==> src/rtl/abts_defines.svh <==
/*
  Offsets, field positions, opcode fields and reset values for the
  bit-test/skip ALU datapath. Assumes byte addresses on a 32-bit Wishbone bus.
*/
`ifndef ABTS_DEFINES_SVH
`define ABTS_DEFINES_SVH

// register byte offsets
`define ABTS_OFS_INSTR 8'h00
`define ABTS_OFS_WORK 8'h04
`define ABTS_OFS_STATUS 8'h08
`define ABTS_OFS_CTRL 8'h0c
// file window: bit 7 set, file index in bits 6:2
`define ABTS_FILE_WIN_BIT 7

// status bit positions
`define ABTS_ST_C 0
`define ABTS_ST_DC 1
`define ABTS_ST_Z 2
`define ABTS_ST_SKIP 3
`define ABTS_ST_BAD 4
// control bit positions
`define ABTS_CT_PRESC_TMR 0

// instruction fields
`define ABTS_F_DEST 5
`define ABTS_F_BIT_HI 7
`define ABTS_F_BIT_LO 5
`define ABTS_F_FILE_HI 4
`define ABTS_F_FILE_LO 0

// opcode fields
`define ABTS_INS_NOP 12'h000
`define ABTS_OPC_ALU 4'h1
`define ABTS_SUB_ADD 2'h3
`define ABTS_SUB_AND 2'h1
`define ABTS_OPC_BCLR 4'h4
`define ABTS_OPC_BSET 4'h5
`define ABTS_OPC_TSTL 4'h6
`define ABTS_OPC_TSTH 4'h7
`define ABTS_OPC_ANDL 4'he

// special file addresses
`define ABTS_FILE_TIMER 5'h01
`define ABTS_FILE_PORT 5'h06

// reset values
`define ABTS_RST_WORK 8'h00
`define ABTS_RST_PORT 8'h00
`define ABTS_RST_INSTR 12'h000

`endif

==> src/rtl/abts_pkg.sv <==
/*
  Types shared by the datapath, its ALU and their interface.
  Assumes nothing beyond a SystemVerilog compiler.
*/
package abts_pkg;

  typedef enum logic [3:0] {
    nop_op,
    add_work_to_file,
    and_work_file_op,
    and_literal_op,
    bit_clear_op,
    bit_set_op,
    test_skip_if_low,
    test_skip_if_high,
    unsupported_op
  } abts_op_t;

endpackage

==> src/rtl/abts_alu_if.sv <==
/*
  Operand and result bundle between the core and its ALU.
  Assumes the core drives operands and the ALU answers combinationally.
*/
`timescale 1ns/1ps
interface abts_alu_if;
  import abts_pkg::*;
  abts_op_t op;
  logic [7:0] w_val;
  logic [7:0] f_val;
  logic [7:0] lit;
  logic [2:0] bit_sel;
  logic c_in;
  logic dc_in;
  logic z_in;
  logic [7:0] res;
  logic c_out;
  logic dc_out;
  logic z_out;
  logic bit_out;

  modport core (
    output op, w_val, f_val, lit, bit_sel, c_in, dc_in, z_in,
    input res, c_out, dc_out, z_out, bit_out
  );
  modport alu (
    input op, w_val, f_val, lit, bit_sel, c_in, dc_in, z_in,
    output res, c_out, dc_out, z_out, bit_out
  );
endinterface

==> src/rtl/abts_alu.sv <==
/*
  Combinational ALU: add, and, bit set/clear, bit extract.
  Assumes the core commits results and flags only for ops that own them.
*/
`timescale 1ns/1ps
module abts_alu
  import abts_pkg::*;
(
  abts_alu_if.alu a
);
  logic [8:0] sum;
  logic [4:0] nib;
  logic [7:0] mask;

  always_comb
  begin
    sum = {1'b0, a.w_val} + {1'b0, a.f_val};
    nib = {1'b0, a.w_val[3:0]} + {1'b0, a.f_val[3:0]};
    mask = 8'h01 << a.bit_sel;
    a.res = a.f_val;
    a.c_out = a.c_in;
    a.dc_out = a.dc_in;
    a.z_out = a.z_in;
    a.bit_out = a.f_val[a.bit_sel];
    case (a.op)
      add_work_to_file:
      begin
        a.res = sum[7:0];
        a.c_out = sum[8];
        a.dc_out = nib[4];
        a.z_out = (sum[7:0] == 8'h00);
      end
      and_work_file_op:
      begin
        a.res = a.w_val & a.f_val;
        a.z_out = ((a.w_val & a.f_val) == 8'h00);
      end
      and_literal_op:
      begin
        a.res = a.w_val & a.lit;
        a.z_out = ((a.w_val & a.lit) == 8'h00);
      end
      bit_clear_op: a.res = a.f_val & ~mask;
      bit_set_op: a.res = a.f_val | mask;
      default: a.res = a.f_val;
    endcase
  end
endmodule

==> src/rtl/abts_core.sv <==
/*
  Execution datapath for add, and, bit set/clear and bit-test-skip ops,
  with working register, flags, 32 file registers and a port latch.
  Assumes a classic Wishbone master; pins are asynchronous to clk_i.
*/
`timescale 1ns/1ps
`include "abts_defines.svh"
module abts_core
  import abts_pkg::*;
(
  input wire logic clk_i,
  input wire logic rst_i,
  input wire logic wb_cyc_i,
  input wire logic wb_stb_i,
  input wire logic wb_we_i,
  input wire logic [7:0] wb_adr_i,
  input wire logic [3:0] wb_sel_i,
  input wire logic [31:0] wb_dat_i,
  output logic wb_ack_o,
  output logic [31:0] wb_dat_o,
  input wire logic [7:0] port_pins_i,
  output logic [7:0] port_latch_o,
  output logic presc_clr_o,
  output logic skip_pending_o
);
  abts_alu_if alu_bus ();

  logic [7:0] pins_s;
  logic [7:0] work_q;
  logic c_q;
  logic dc_q;
  logic z_q;
  logic bad_q;
  logic presc_tmr_q;
  logic [11:0] instr_q;
  logic go_q;
  logic [7:0] file_mem [32];

  logic req;
  logic bus_wr;
  logic win_hit;
  logic [4:0] win_idx;
  logic [31:0] rd_d;
  abts_op_t op;
  logic [4:0] f_addr;
  logic dest_file;
  logic live;
  logic wr_file;
  logic wr_work;
  logic upd_flags;
  logic take_skip;

  abts_sync #(
    .WIDTH(8)
  ) u_pin_sync (
    .clk_i(clk_i),
    .rst_i(rst_i),
    .d_i(port_pins_i),
    .q_o(pins_s)
  );

  abts_alu u_alu (
    .a(alu_bus.alu)
  );

  // bus decode
  assign req = wb_cyc_i & wb_stb_i & ~wb_ack_o;
  assign bus_wr = req & wb_we_i;
  assign win_hit = wb_adr_i[`ABTS_FILE_WIN_BIT];
  assign win_idx = wb_adr_i[6:2];

  function automatic abts_op_t decode(input logic [11:0] ins);
    abts_op_t r;
    r = unsupported_op;
    if (ins == `ABTS_INS_NOP)
    begin
      r = nop_op;
    end
    else
    begin
      case (ins[11:8])
        `ABTS_OPC_ALU:
        begin
          if (ins[7:6] == `ABTS_SUB_ADD)
          begin
            r = add_work_to_file;
          end
          else if (ins[7:6] == `ABTS_SUB_AND)
          begin
            r = and_work_file_op;
          end
          else
          begin
            r = unsupported_op;
          end
        end
        `ABTS_OPC_BCLR: r = bit_clear_op;
        `ABTS_OPC_BSET: r = bit_set_op;
        `ABTS_OPC_TSTL: r = test_skip_if_low;
        `ABTS_OPC_TSTH: r = test_skip_if_high;
        `ABTS_OPC_ANDL: r = and_literal_op;
        default: r = unsupported_op;
      endcase
    end
    return r;
  endfunction

  // execute decode
  assign op = decode(instr_q);
  assign f_addr = instr_q[`ABTS_F_FILE_HI:`ABTS_F_FILE_LO];
  assign dest_file = instr_q[`ABTS_F_DEST];
  // a pending skip swallows this issue slot as a no-operation
  assign live = go_q & ~skip_pending_o;

  always_comb
  begin
    wr_file = 1'b0;
    wr_work = 1'b0;
    upd_flags = 1'b0;
    take_skip = 1'b0;
    if (live)
    begin
      case (op)
        add_work_to_file, and_work_file_op:
        begin
          wr_file = dest_file;
          wr_work = ~dest_file;
          upd_flags = 1'b1;
        end
        and_literal_op:
        begin
          wr_work = 1'b1;
          upd_flags = 1'b1;
        end
        bit_clear_op, bit_set_op: wr_file = 1'b1;
        test_skip_if_low: take_skip = ~alu_bus.bit_out;
        test_skip_if_high: take_skip = alu_bus.bit_out;
        default: take_skip = 1'b0;
      endcase
    end
  end

  // operands to the alu
  always_comb
  begin
    alu_bus.op = op;
    alu_bus.w_val = work_q;
    // read-modify-write of the port sees the pins, not the latch
    alu_bus.f_val = (f_addr == `ABTS_FILE_PORT) ? pins_s : file_mem[f_addr];
    alu_bus.lit = instr_q[7:0];
    alu_bus.bit_sel = instr_q[`ABTS_F_BIT_HI:`ABTS_F_BIT_LO];
    alu_bus.c_in = c_q;
    alu_bus.dc_in = dc_q;
    alu_bus.z_in = z_q;
  end

  // instruction issue from the bus; needs both low byte lanes
  always_ff @(posedge clk_i)
  begin
    if (rst_i)
    begin
      instr_q <= `ABTS_RST_INSTR;
      go_q <= 1'b0;
    end
    else if (bus_wr && !win_hit && wb_adr_i == `ABTS_OFS_INSTR && wb_sel_i[1:0] == 2'b11)
    begin
      instr_q <= wb_dat_i[11:0];
      go_q <= 1'b1;
    end
    else
    begin
      go_q <= 1'b0;
    end
  end

  // skip pending: set by a taken test, consumed by the next issue
  always_ff @(posedge clk_i)
  begin
    if (rst_i)
    begin
      skip_pending_o <= 1'b0;
    end
    else if (take_skip)
    begin
      skip_pending_o <= 1'b1;
    end
    else if (go_q)
    begin
      skip_pending_o <= 1'b0;
    end
  end

  // working register; execution wins over a bus write
  always_ff @(posedge clk_i)
  begin
    if (rst_i)
    begin
      work_q <= `ABTS_RST_WORK;
    end
    else if (wr_work)
    begin
      work_q <= alu_bus.res;
    end
    else if (bus_wr && !win_hit && wb_adr_i == `ABTS_OFS_WORK && wb_sel_i[0])
    begin
      work_q <= wb_dat_i[7:0];
    end
  end

  // flags; bit and skip ops never touch them
  always_ff @(posedge clk_i)
  begin
    if (rst_i)
    begin
      c_q <= 1'b0;
      dc_q <= 1'b0;
      z_q <= 1'b0;
    end
    else if (upd_flags)
    begin
      c_q <= alu_bus.c_out;
      dc_q <= alu_bus.dc_out;
      z_q <= alu_bus.z_out;
    end
    else if (bus_wr && !win_hit && wb_adr_i == `ABTS_OFS_STATUS && wb_sel_i[0])
    begin
      c_q <= wb_dat_i[`ABTS_ST_C];
      dc_q <= wb_dat_i[`ABTS_ST_DC];
      z_q <= wb_dat_i[`ABTS_ST_Z];
    end
  end

  // sticky unsupported-opcode flag; a new event beats a clear
  always_ff @(posedge clk_i)
  begin
    if (rst_i)
    begin
      bad_q <= 1'b0;
    end
    else if (live && op == unsupported_op)
    begin
      bad_q <= 1'b1;
    end
    else if (bus_wr && !win_hit && wb_adr_i == `ABTS_OFS_STATUS && wb_sel_i[0] && wb_dat_i[`ABTS_ST_BAD])
    begin
      bad_q <= 1'b0;
    end
  end

  // prescaler ownership
  always_ff @(posedge clk_i)
  begin
    if (rst_i)
    begin
      presc_tmr_q <= 1'b0;
    end
    else if (bus_wr && !win_hit && wb_adr_i == `ABTS_OFS_CTRL && wb_sel_i[0])
    begin
      presc_tmr_q <= wb_dat_i[`ABTS_CT_PRESC_TMR];
    end
  end

  // prescaler clear pulse on a timer write-back
  always_ff @(posedge clk_i)
  begin
    if (rst_i)
    begin
      presc_clr_o <= 1'b0;
    end
    else
    begin
      presc_clr_o <= wr_file && f_addr == `ABTS_FILE_TIMER && presc_tmr_q;
    end
  end

  // file array, no reset: contents undefined until written
  always_ff @(posedge clk_i)
  begin
    if (wr_file && f_addr != `ABTS_FILE_PORT)
    begin
      file_mem[f_addr] <= alu_bus.res;
    end
    else if (bus_wr && win_hit && win_idx != `ABTS_FILE_PORT && wb_sel_i[0])
    begin
      file_mem[win_idx] <= wb_dat_i[7:0];
    end
  end

  // port output latch lives apart from the array
  always_ff @(posedge clk_i)
  begin
    if (rst_i)
    begin
      port_latch_o <= `ABTS_RST_PORT;
    end
    else if (wr_file && f_addr == `ABTS_FILE_PORT)
    begin
      port_latch_o <= alu_bus.res;
    end
    else if (bus_wr && win_hit && win_idx == `ABTS_FILE_PORT && wb_sel_i[0])
    begin
      port_latch_o <= wb_dat_i[7:0];
    end
  end

  // read mux; unmapped offsets read zero
  always_comb
  begin
    rd_d = 32'h0000_0000;
    if (win_hit)
    begin
      rd_d[7:0] = (win_idx == `ABTS_FILE_PORT) ? pins_s : file_mem[win_idx];
    end
    else
    begin
      case (wb_adr_i)
        `ABTS_OFS_INSTR: rd_d[11:0] = instr_q;
        `ABTS_OFS_WORK: rd_d[7:0] = work_q;
        `ABTS_OFS_STATUS:
        begin
          rd_d[`ABTS_ST_C] = c_q;
          rd_d[`ABTS_ST_DC] = dc_q;
          rd_d[`ABTS_ST_Z] = z_q;
          rd_d[`ABTS_ST_SKIP] = skip_pending_o;
          rd_d[`ABTS_ST_BAD] = bad_q;
        end
        `ABTS_OFS_CTRL: rd_d[`ABTS_CT_PRESC_TMR] = presc_tmr_q;
        default: rd_d = 32'h0000_0000;
      endcase
    end
  end

  // single-cycle ack; drops the cycle after
  always_ff @(posedge clk_i)
  begin
    if (rst_i)
    begin
      wb_ack_o <= 1'b0;
      wb_dat_o <= 32'h0000_0000;
    end
    else
    begin
      wb_ack_o <= req;
      if (req && !wb_we_i)
      begin
        wb_dat_o <= rd_d;
      end
    end
  end
endmodule

==> src/rtl/abts_sync.sv <==
/*
  Two-flop synchroniser for a bus of asynchronous levels.
  Assumes the inputs change slowly relative to clk_i; no bus coherence.
*/
`timescale 1ns/1ps
module abts_sync #(
  parameter int WIDTH = 8
) (
  input wire logic clk_i,
  input wire logic rst_i,
  input wire logic [WIDTH-1:0] d_i,
  output logic [WIDTH-1:0] q_o
);
  logic [WIDTH-1:0] meta_q;

  // first stage feeds only the second
  always_ff @(posedge clk_i)
  begin
    if (rst_i)
    begin
      meta_q <= '0;
      q_o <= '0;
    end
    else
    begin
      meta_q <= d_i;
      q_o <= meta_q;
    end
  end
endmodule
==> config.mk <==
export PLATFORM = sky130hd
export DESIGN_NAME = abts_core
export DESIGN_NICKNAME = d
export VERILOG_FILES = /design/src/rtl/abts_pkg.sv /design/src/rtl/abts_alu_if.sv /design/src/rtl/abts_alu.sv /design/src/rtl/abts_core.sv /design/src/rtl/abts_sync.sv
export VERILOG_INCLUDE_DIRS = /design/src /design/src/rtl
export SDC_FILE = /design/constraint.sdc
export NUM_CORES = 1
export LEC_CHECK = 0
export BUFFER_PORTS_ARGS = -buffer_cell sky130_fd_sc_hd__clkbuf_2
export CORE_MARGIN = 10
export CORE_UTILIZATION = 46
export DETAILED_ROUTE_END_ITERATION = 10
export GPL_TIMING_DRIVEN = 0
export HOLD_SLACK_MARGIN = 0.02
export MAX_ROUTING_LAYER = met4
export SYNTH_ARGS = -nofsm -noshare
export SYNTH_HDL_FRONTEND = slang
export SYNTH_SLANG_ARGS = --single-unit
==> constraint.sdc <==
create_clock -name clk_i -period 6.5 [get_ports clk_i]
set_clock_uncertainty 0.05 [all_clocks]
set_input_delay 0.975 -clock clk_i [delete_from_list [all_inputs] [get_ports clk_i]]
set_output_delay 0.975 -clock clk_i [all_outputs]
set_load 0.05 [all_outputs]
After elaboration in Yosys (flattened, before gate mapping)
Memories as Yosys holds them, arrays and structs flattened. A register that Yosys moved wholly into a read port is not among the register bits.
Cells that the tools add are included.

operators by class
  shift operators = 1
  $add $sub $neg = 2
  reductions and logical operators = 39
  bitwise logic cells = 13
  equal/unequal tests = 27
  order comparisons = 1
  muxes and demuxes = 51

operators with widths
  operator                                                count
  two-way mux 8 bit                                       8
  case mux 8 bit (5 select lines)                         1
  == test 4 x 3 -> 1 bit (second input constant)          8
  zero test 8 bit                                         4
  two-way mux 1 bit                                       25
  AND 8 bit                                               3
  case mux 4 bit (6 select lines)                         1
  logical AND 1 bit                                       21
  two-way mux 4 bit                                       5
  == test 8 x 4 -> 1 bit (second input constant)          2
  two-way mux 5 bit                                       3
  zero test 12 bit                                        1
  case mux 4 bit (3 select lines)                         1
  == test 5 x 3 -> 1 bit (second input constant)          2
  inequality test 5 x 3 -> 1 bit (second input constant)  2
  nonzero test 2 bit                                      5
  adder 8 x 8 -> 9 bit                                    1
  == test 4 x 1 -> 1 bit (second input constant)          2
  == test 4 x 2 -> 1 bit (second input constant)          2
  == test 4 bit (second input constant)                   2
  == test 8 x 3 -> 1 bit (second input constant)          1
  NOT 8 bit                                               1
  bitwise OR 8 bit                                        1
  OR reduction 8 bit                                      1
  19 further kinds                                        31

word-level totals
  register bits after elaboration = 85
  bits in writable memories = 256
  memories kept = 1
  word-level logic and storage cells = 150
  output and inout bits = 43
  input bits = 57

memories
  name      words  bits a word  read ports  clocked after memory_dff  wr ports  line             RTL
  file_mem  32     8            2           1                         1         abts_core.sv:37  logic [7:0] file_mem [32];

Logic depth before layout (Yosys ltp)
  depth after elaboration = 14
  mapped depth = 17
  mapped depth without buffers = 14

Hierarchy
Synthesis repeated with hierarchy kept, for this count alone.

unflattened totals
  cells, all modules = 1181
  area total of the unflattened synthesis = 16507.1 um2

modules (own cells, without submodules)
  module     area each (um2)  instances  cells each
  abts_core  15023.2          1          998
  abts_alu   1019.7           1          150
  abts_sync  464.2            1          33

Worst setup path before layout
Ideal clock, no wire load.

  kind = flip-flop to flip-flop
  from = register (tool-made name)
  to = memory file_mem[0][6] (data pin)
  library setup time = 0.454 ns
  data required time = 5.996 ns
  buffers on the path = 2
  slack = 1.309 ns
  arrival = 4.687 ns
  stages on the path, launching flop included = 17
  path through = dfxtp_1 -> buf_6 -> buf_4 -> mux4_2 -> o221ai_1 -> o41ai_1 -> a22o_1 -> ha_1 -> fa_1 -> a21o_1 -> a21oi_1 -> o21bai_1 -> a21oi_1 -> xor2_1 -> o21ai_0 -> o21ai_0 -> o21ai_0

RTL lines
  element           line
  end: declaration  abts_core.sv:37

==> impl_metrics.yaml <==
hold_path:
  min-delay-start: "u_pin_sync.meta_q[5]"
  hold_path.class: "flip-flop to flip-flop"
setup_path:
  cp.arrival_ns: 6.10
  endpoint_kind: "flip-flop"
  worst-path-max-fanout: 17
  r2r_setup_slack_ns: 0.63
  path_class: "flip-flop to flip-flop"
  critPathLaunchType: "flip-flop"
  cp.required_ns: 6.73
synth:
  yosysTopAreaCellShare: 0.466
  synth_top_area_cell: "edfxtp_1"
  ys_ff_latch: 326
  yosys-top-cells-area: "edfxtp_1, mux4_2, dfxtp_1"
  yosysUniqueCellTypes: 82
  avgSynthCellArea_um2: 14.3
  synth-seq-area-share: 0.551
  synth_edf_count: 256
  async_flop_share: 0
  yosysWarnings: 0
  synth_ff_type: "edfxtp_1"
  synth_cells: 1152
  syn_area_um2: 16500
pwr:
  power_mw: 4.47
  internal-power_mw: 3.43
  p_clk_frac: 0.443
  swShare: 0.233
  pwr-share-comb: 0.055
  max-vdd-ir-drop_uv: 225
  p_leak_nw: 6.22
  seqPwrFrac: 0.501
  power.switching_mw: 1.04
  powerDensity_nw_per_um2: 240
floorplan:
  design.die.area_um2: 43800
  ioPinCount: 100
  rows: 69
  initial_utilization: 0.465
  die_w_um: 209
  die_h_um: 209
  fp.coreArea_um2: 35500
outcome:
  status: "completed"
finish:
  multiInputGateArea_um2: 6910
  regArea_um2: 9090
  fin_cells: 1764
  post-route-util: 0.525
  synthToLayoutAreaGrowth_pct: 13.0
  final_common_cell: "edfxtp_1"
  drive_above_1_share: 0.247
  nets: 1341
  mostFrequentLayoutCells: "edfxtp_1, mux4_2, nor2_1"
  nFillCells: 3024
  final_cell_area_um2: 18600
routing:
  drc: 0
  antenna_left: 0
  drt_iter0_markers: 1602
  routedWlPerCell_um: 31.2
  first_pass_iters: 5
  via_per_inst: 6.52
  routed_wl_um: 55100
  dr_total_vias: 11500
placed_design:
  gp_congestion: 0.975
  io_buffers: 55
  hpwl_um: 40500
  placed_area_um2: 17500
  dp_cells: 1697
clocking:
  worstSkewPairLatency_ns: 0.55
  cts_sinks: 326
  post_cts_resize_count: 0
  hold_buffers: 0
  cts_post_setup_buffers_inserted: 0
  cts.clk_slew.worst_paths_ns: 0.06
  cts_tree: "done"
  cts_root_buf: "clkbuf_16"
  cts.path.max_buffers: 3
  h-tree-depth: 2
  cts_buffers: 37
timing:
  hold_viol_final: 0
  drv_slew: 0
  max_freq_ghz: 0.170
  period_minus_slack_ns: 5.87
  fin_crit_sh: 0.903
  setup_violations: 0
  worst_slew_pin_slew_ns: 1.45
  finalSetupTns_ns: 0
  slew_headroom: 0.0275
  rsz0062_at_grt: "false"
global_route:
  grt.total_usage: 0.254
  grt_pass1_vias: 11200
  overflow: 0
  grt_pass1_wl_um: 79700
  grt_start_max_net_pins: 33
  antenna_found_initial: 1
job:
  max-cap-violations: 0
[stage by stage]
stage	worst slack [ns]	hold slack [ns]
floorplan	1.31	0.364
global placement	-1.67	0.374
detailed placement	0.755	0.390
CTS	0.729	0.389
global route	0.369	0.410
finish	0.633	0.384
[synthesized netlist by cell type, drive strengths merged (13+ instances only)]
cell type  number
inv            15
dfxtp          70
nor2b          29
a211oi         13
buf            60
nand2b         13
clkbuf         35
nand2          64
mux4          127
nor3           22
a22oi          22
nor2          103
o21ai          25
edfxtp        256
a21oi          32
mux2i          67
nand3          28
[critical path, cell delays in order, from the launching register on]
cell and delay (ns):
dfxtp_1 0.39, buf_6 0.21, buf_2 0.40, mux4_2 0.40, o32ai_1 0.41, nor3_1 0.10
a22o_1 0.31, ha_1 0.28, fa_1 0.45, a21o_1 0.20, a21oi_1 0.37, o21bai_1 0.12
a21oi_1 0.24, xor2_1 0.29, a21oi_1 0.10, o21ai_0 0.61, o21ai_2 0.38, buf_8 0.27
[cell families after synthesis]
kind of cell | after synthesis | share of synthesized area
fa+ha+maj | 9 | 0.00728
simple gates | 305 | 0.0941
xor+xnor | 6 | 0.00319
other cells | 1 | 0.000227
buf+inv | 110 | 0.0375
mux | 205 | 0.224
flops | 326 | 0.551
compound gates | 190 | 0.0828
[power by group through the flow]
stage,Combinational (mW),Sequential [mW],Clock [mW]
6_report,0.248,2.24,1.98
5_1_grt,0.258,2.24,2.08
4_1_cts,0.244,2.24,1.99
3_5_place_dp,0.244,2.29,0
3_3_place_gp,0.242,2.29,0
2_1_floorplan,0.153,2.29,0
[final cells by class]
class	count	area share
tap	461	0.0309
timing repair buffer	57	0.0171
clock buffer	48	0.0541
inverter	15	0.00302
sequential	326	0.488
multi-input combinational	743	0.371
clock inverter	18	0.00644
buffer	95	0.0301
antenna	1	0.000134
[sequential cells by signal, summed over array words and instances, names as in the netlist, named ones only]
signal and cells:
wb_dat_o 12, port_latch_o 8, alu_bus.c_in 1, alu_bus.dc_in 1, u_pin_sync.q_o 8, presc_tmr_q 1, presc_clr_o 1, instr_q 12
u_pin_sync.meta_q 8, file_mem 256, go_q 1, alu_bus.w_val 8, wb_ack_o 1, alu_bus.z_in 1, bad_q 1, skip_pending_o 1
[layer usage]
metal  vias up  share of wire  track usage
li1       4821              -            -
met1      5891           0.40        0.330
met2       682           0.47        0.400
met3       113          0.092       0.0462
met4         0          0.032       0.0791
met5         -              0            -
[final timing paths]
kind / to / cells after the start
worst min-delay path: u_pin_sync.q_o[5] / 1
worst min register to register: u_pin_sync.q_o[5] / 1
worst max-delay path: file_mem[9][6] / 17
worst max register to register: file_mem[9][6] / 17
No activity file was read; power rests on OpenSTA's default activity.
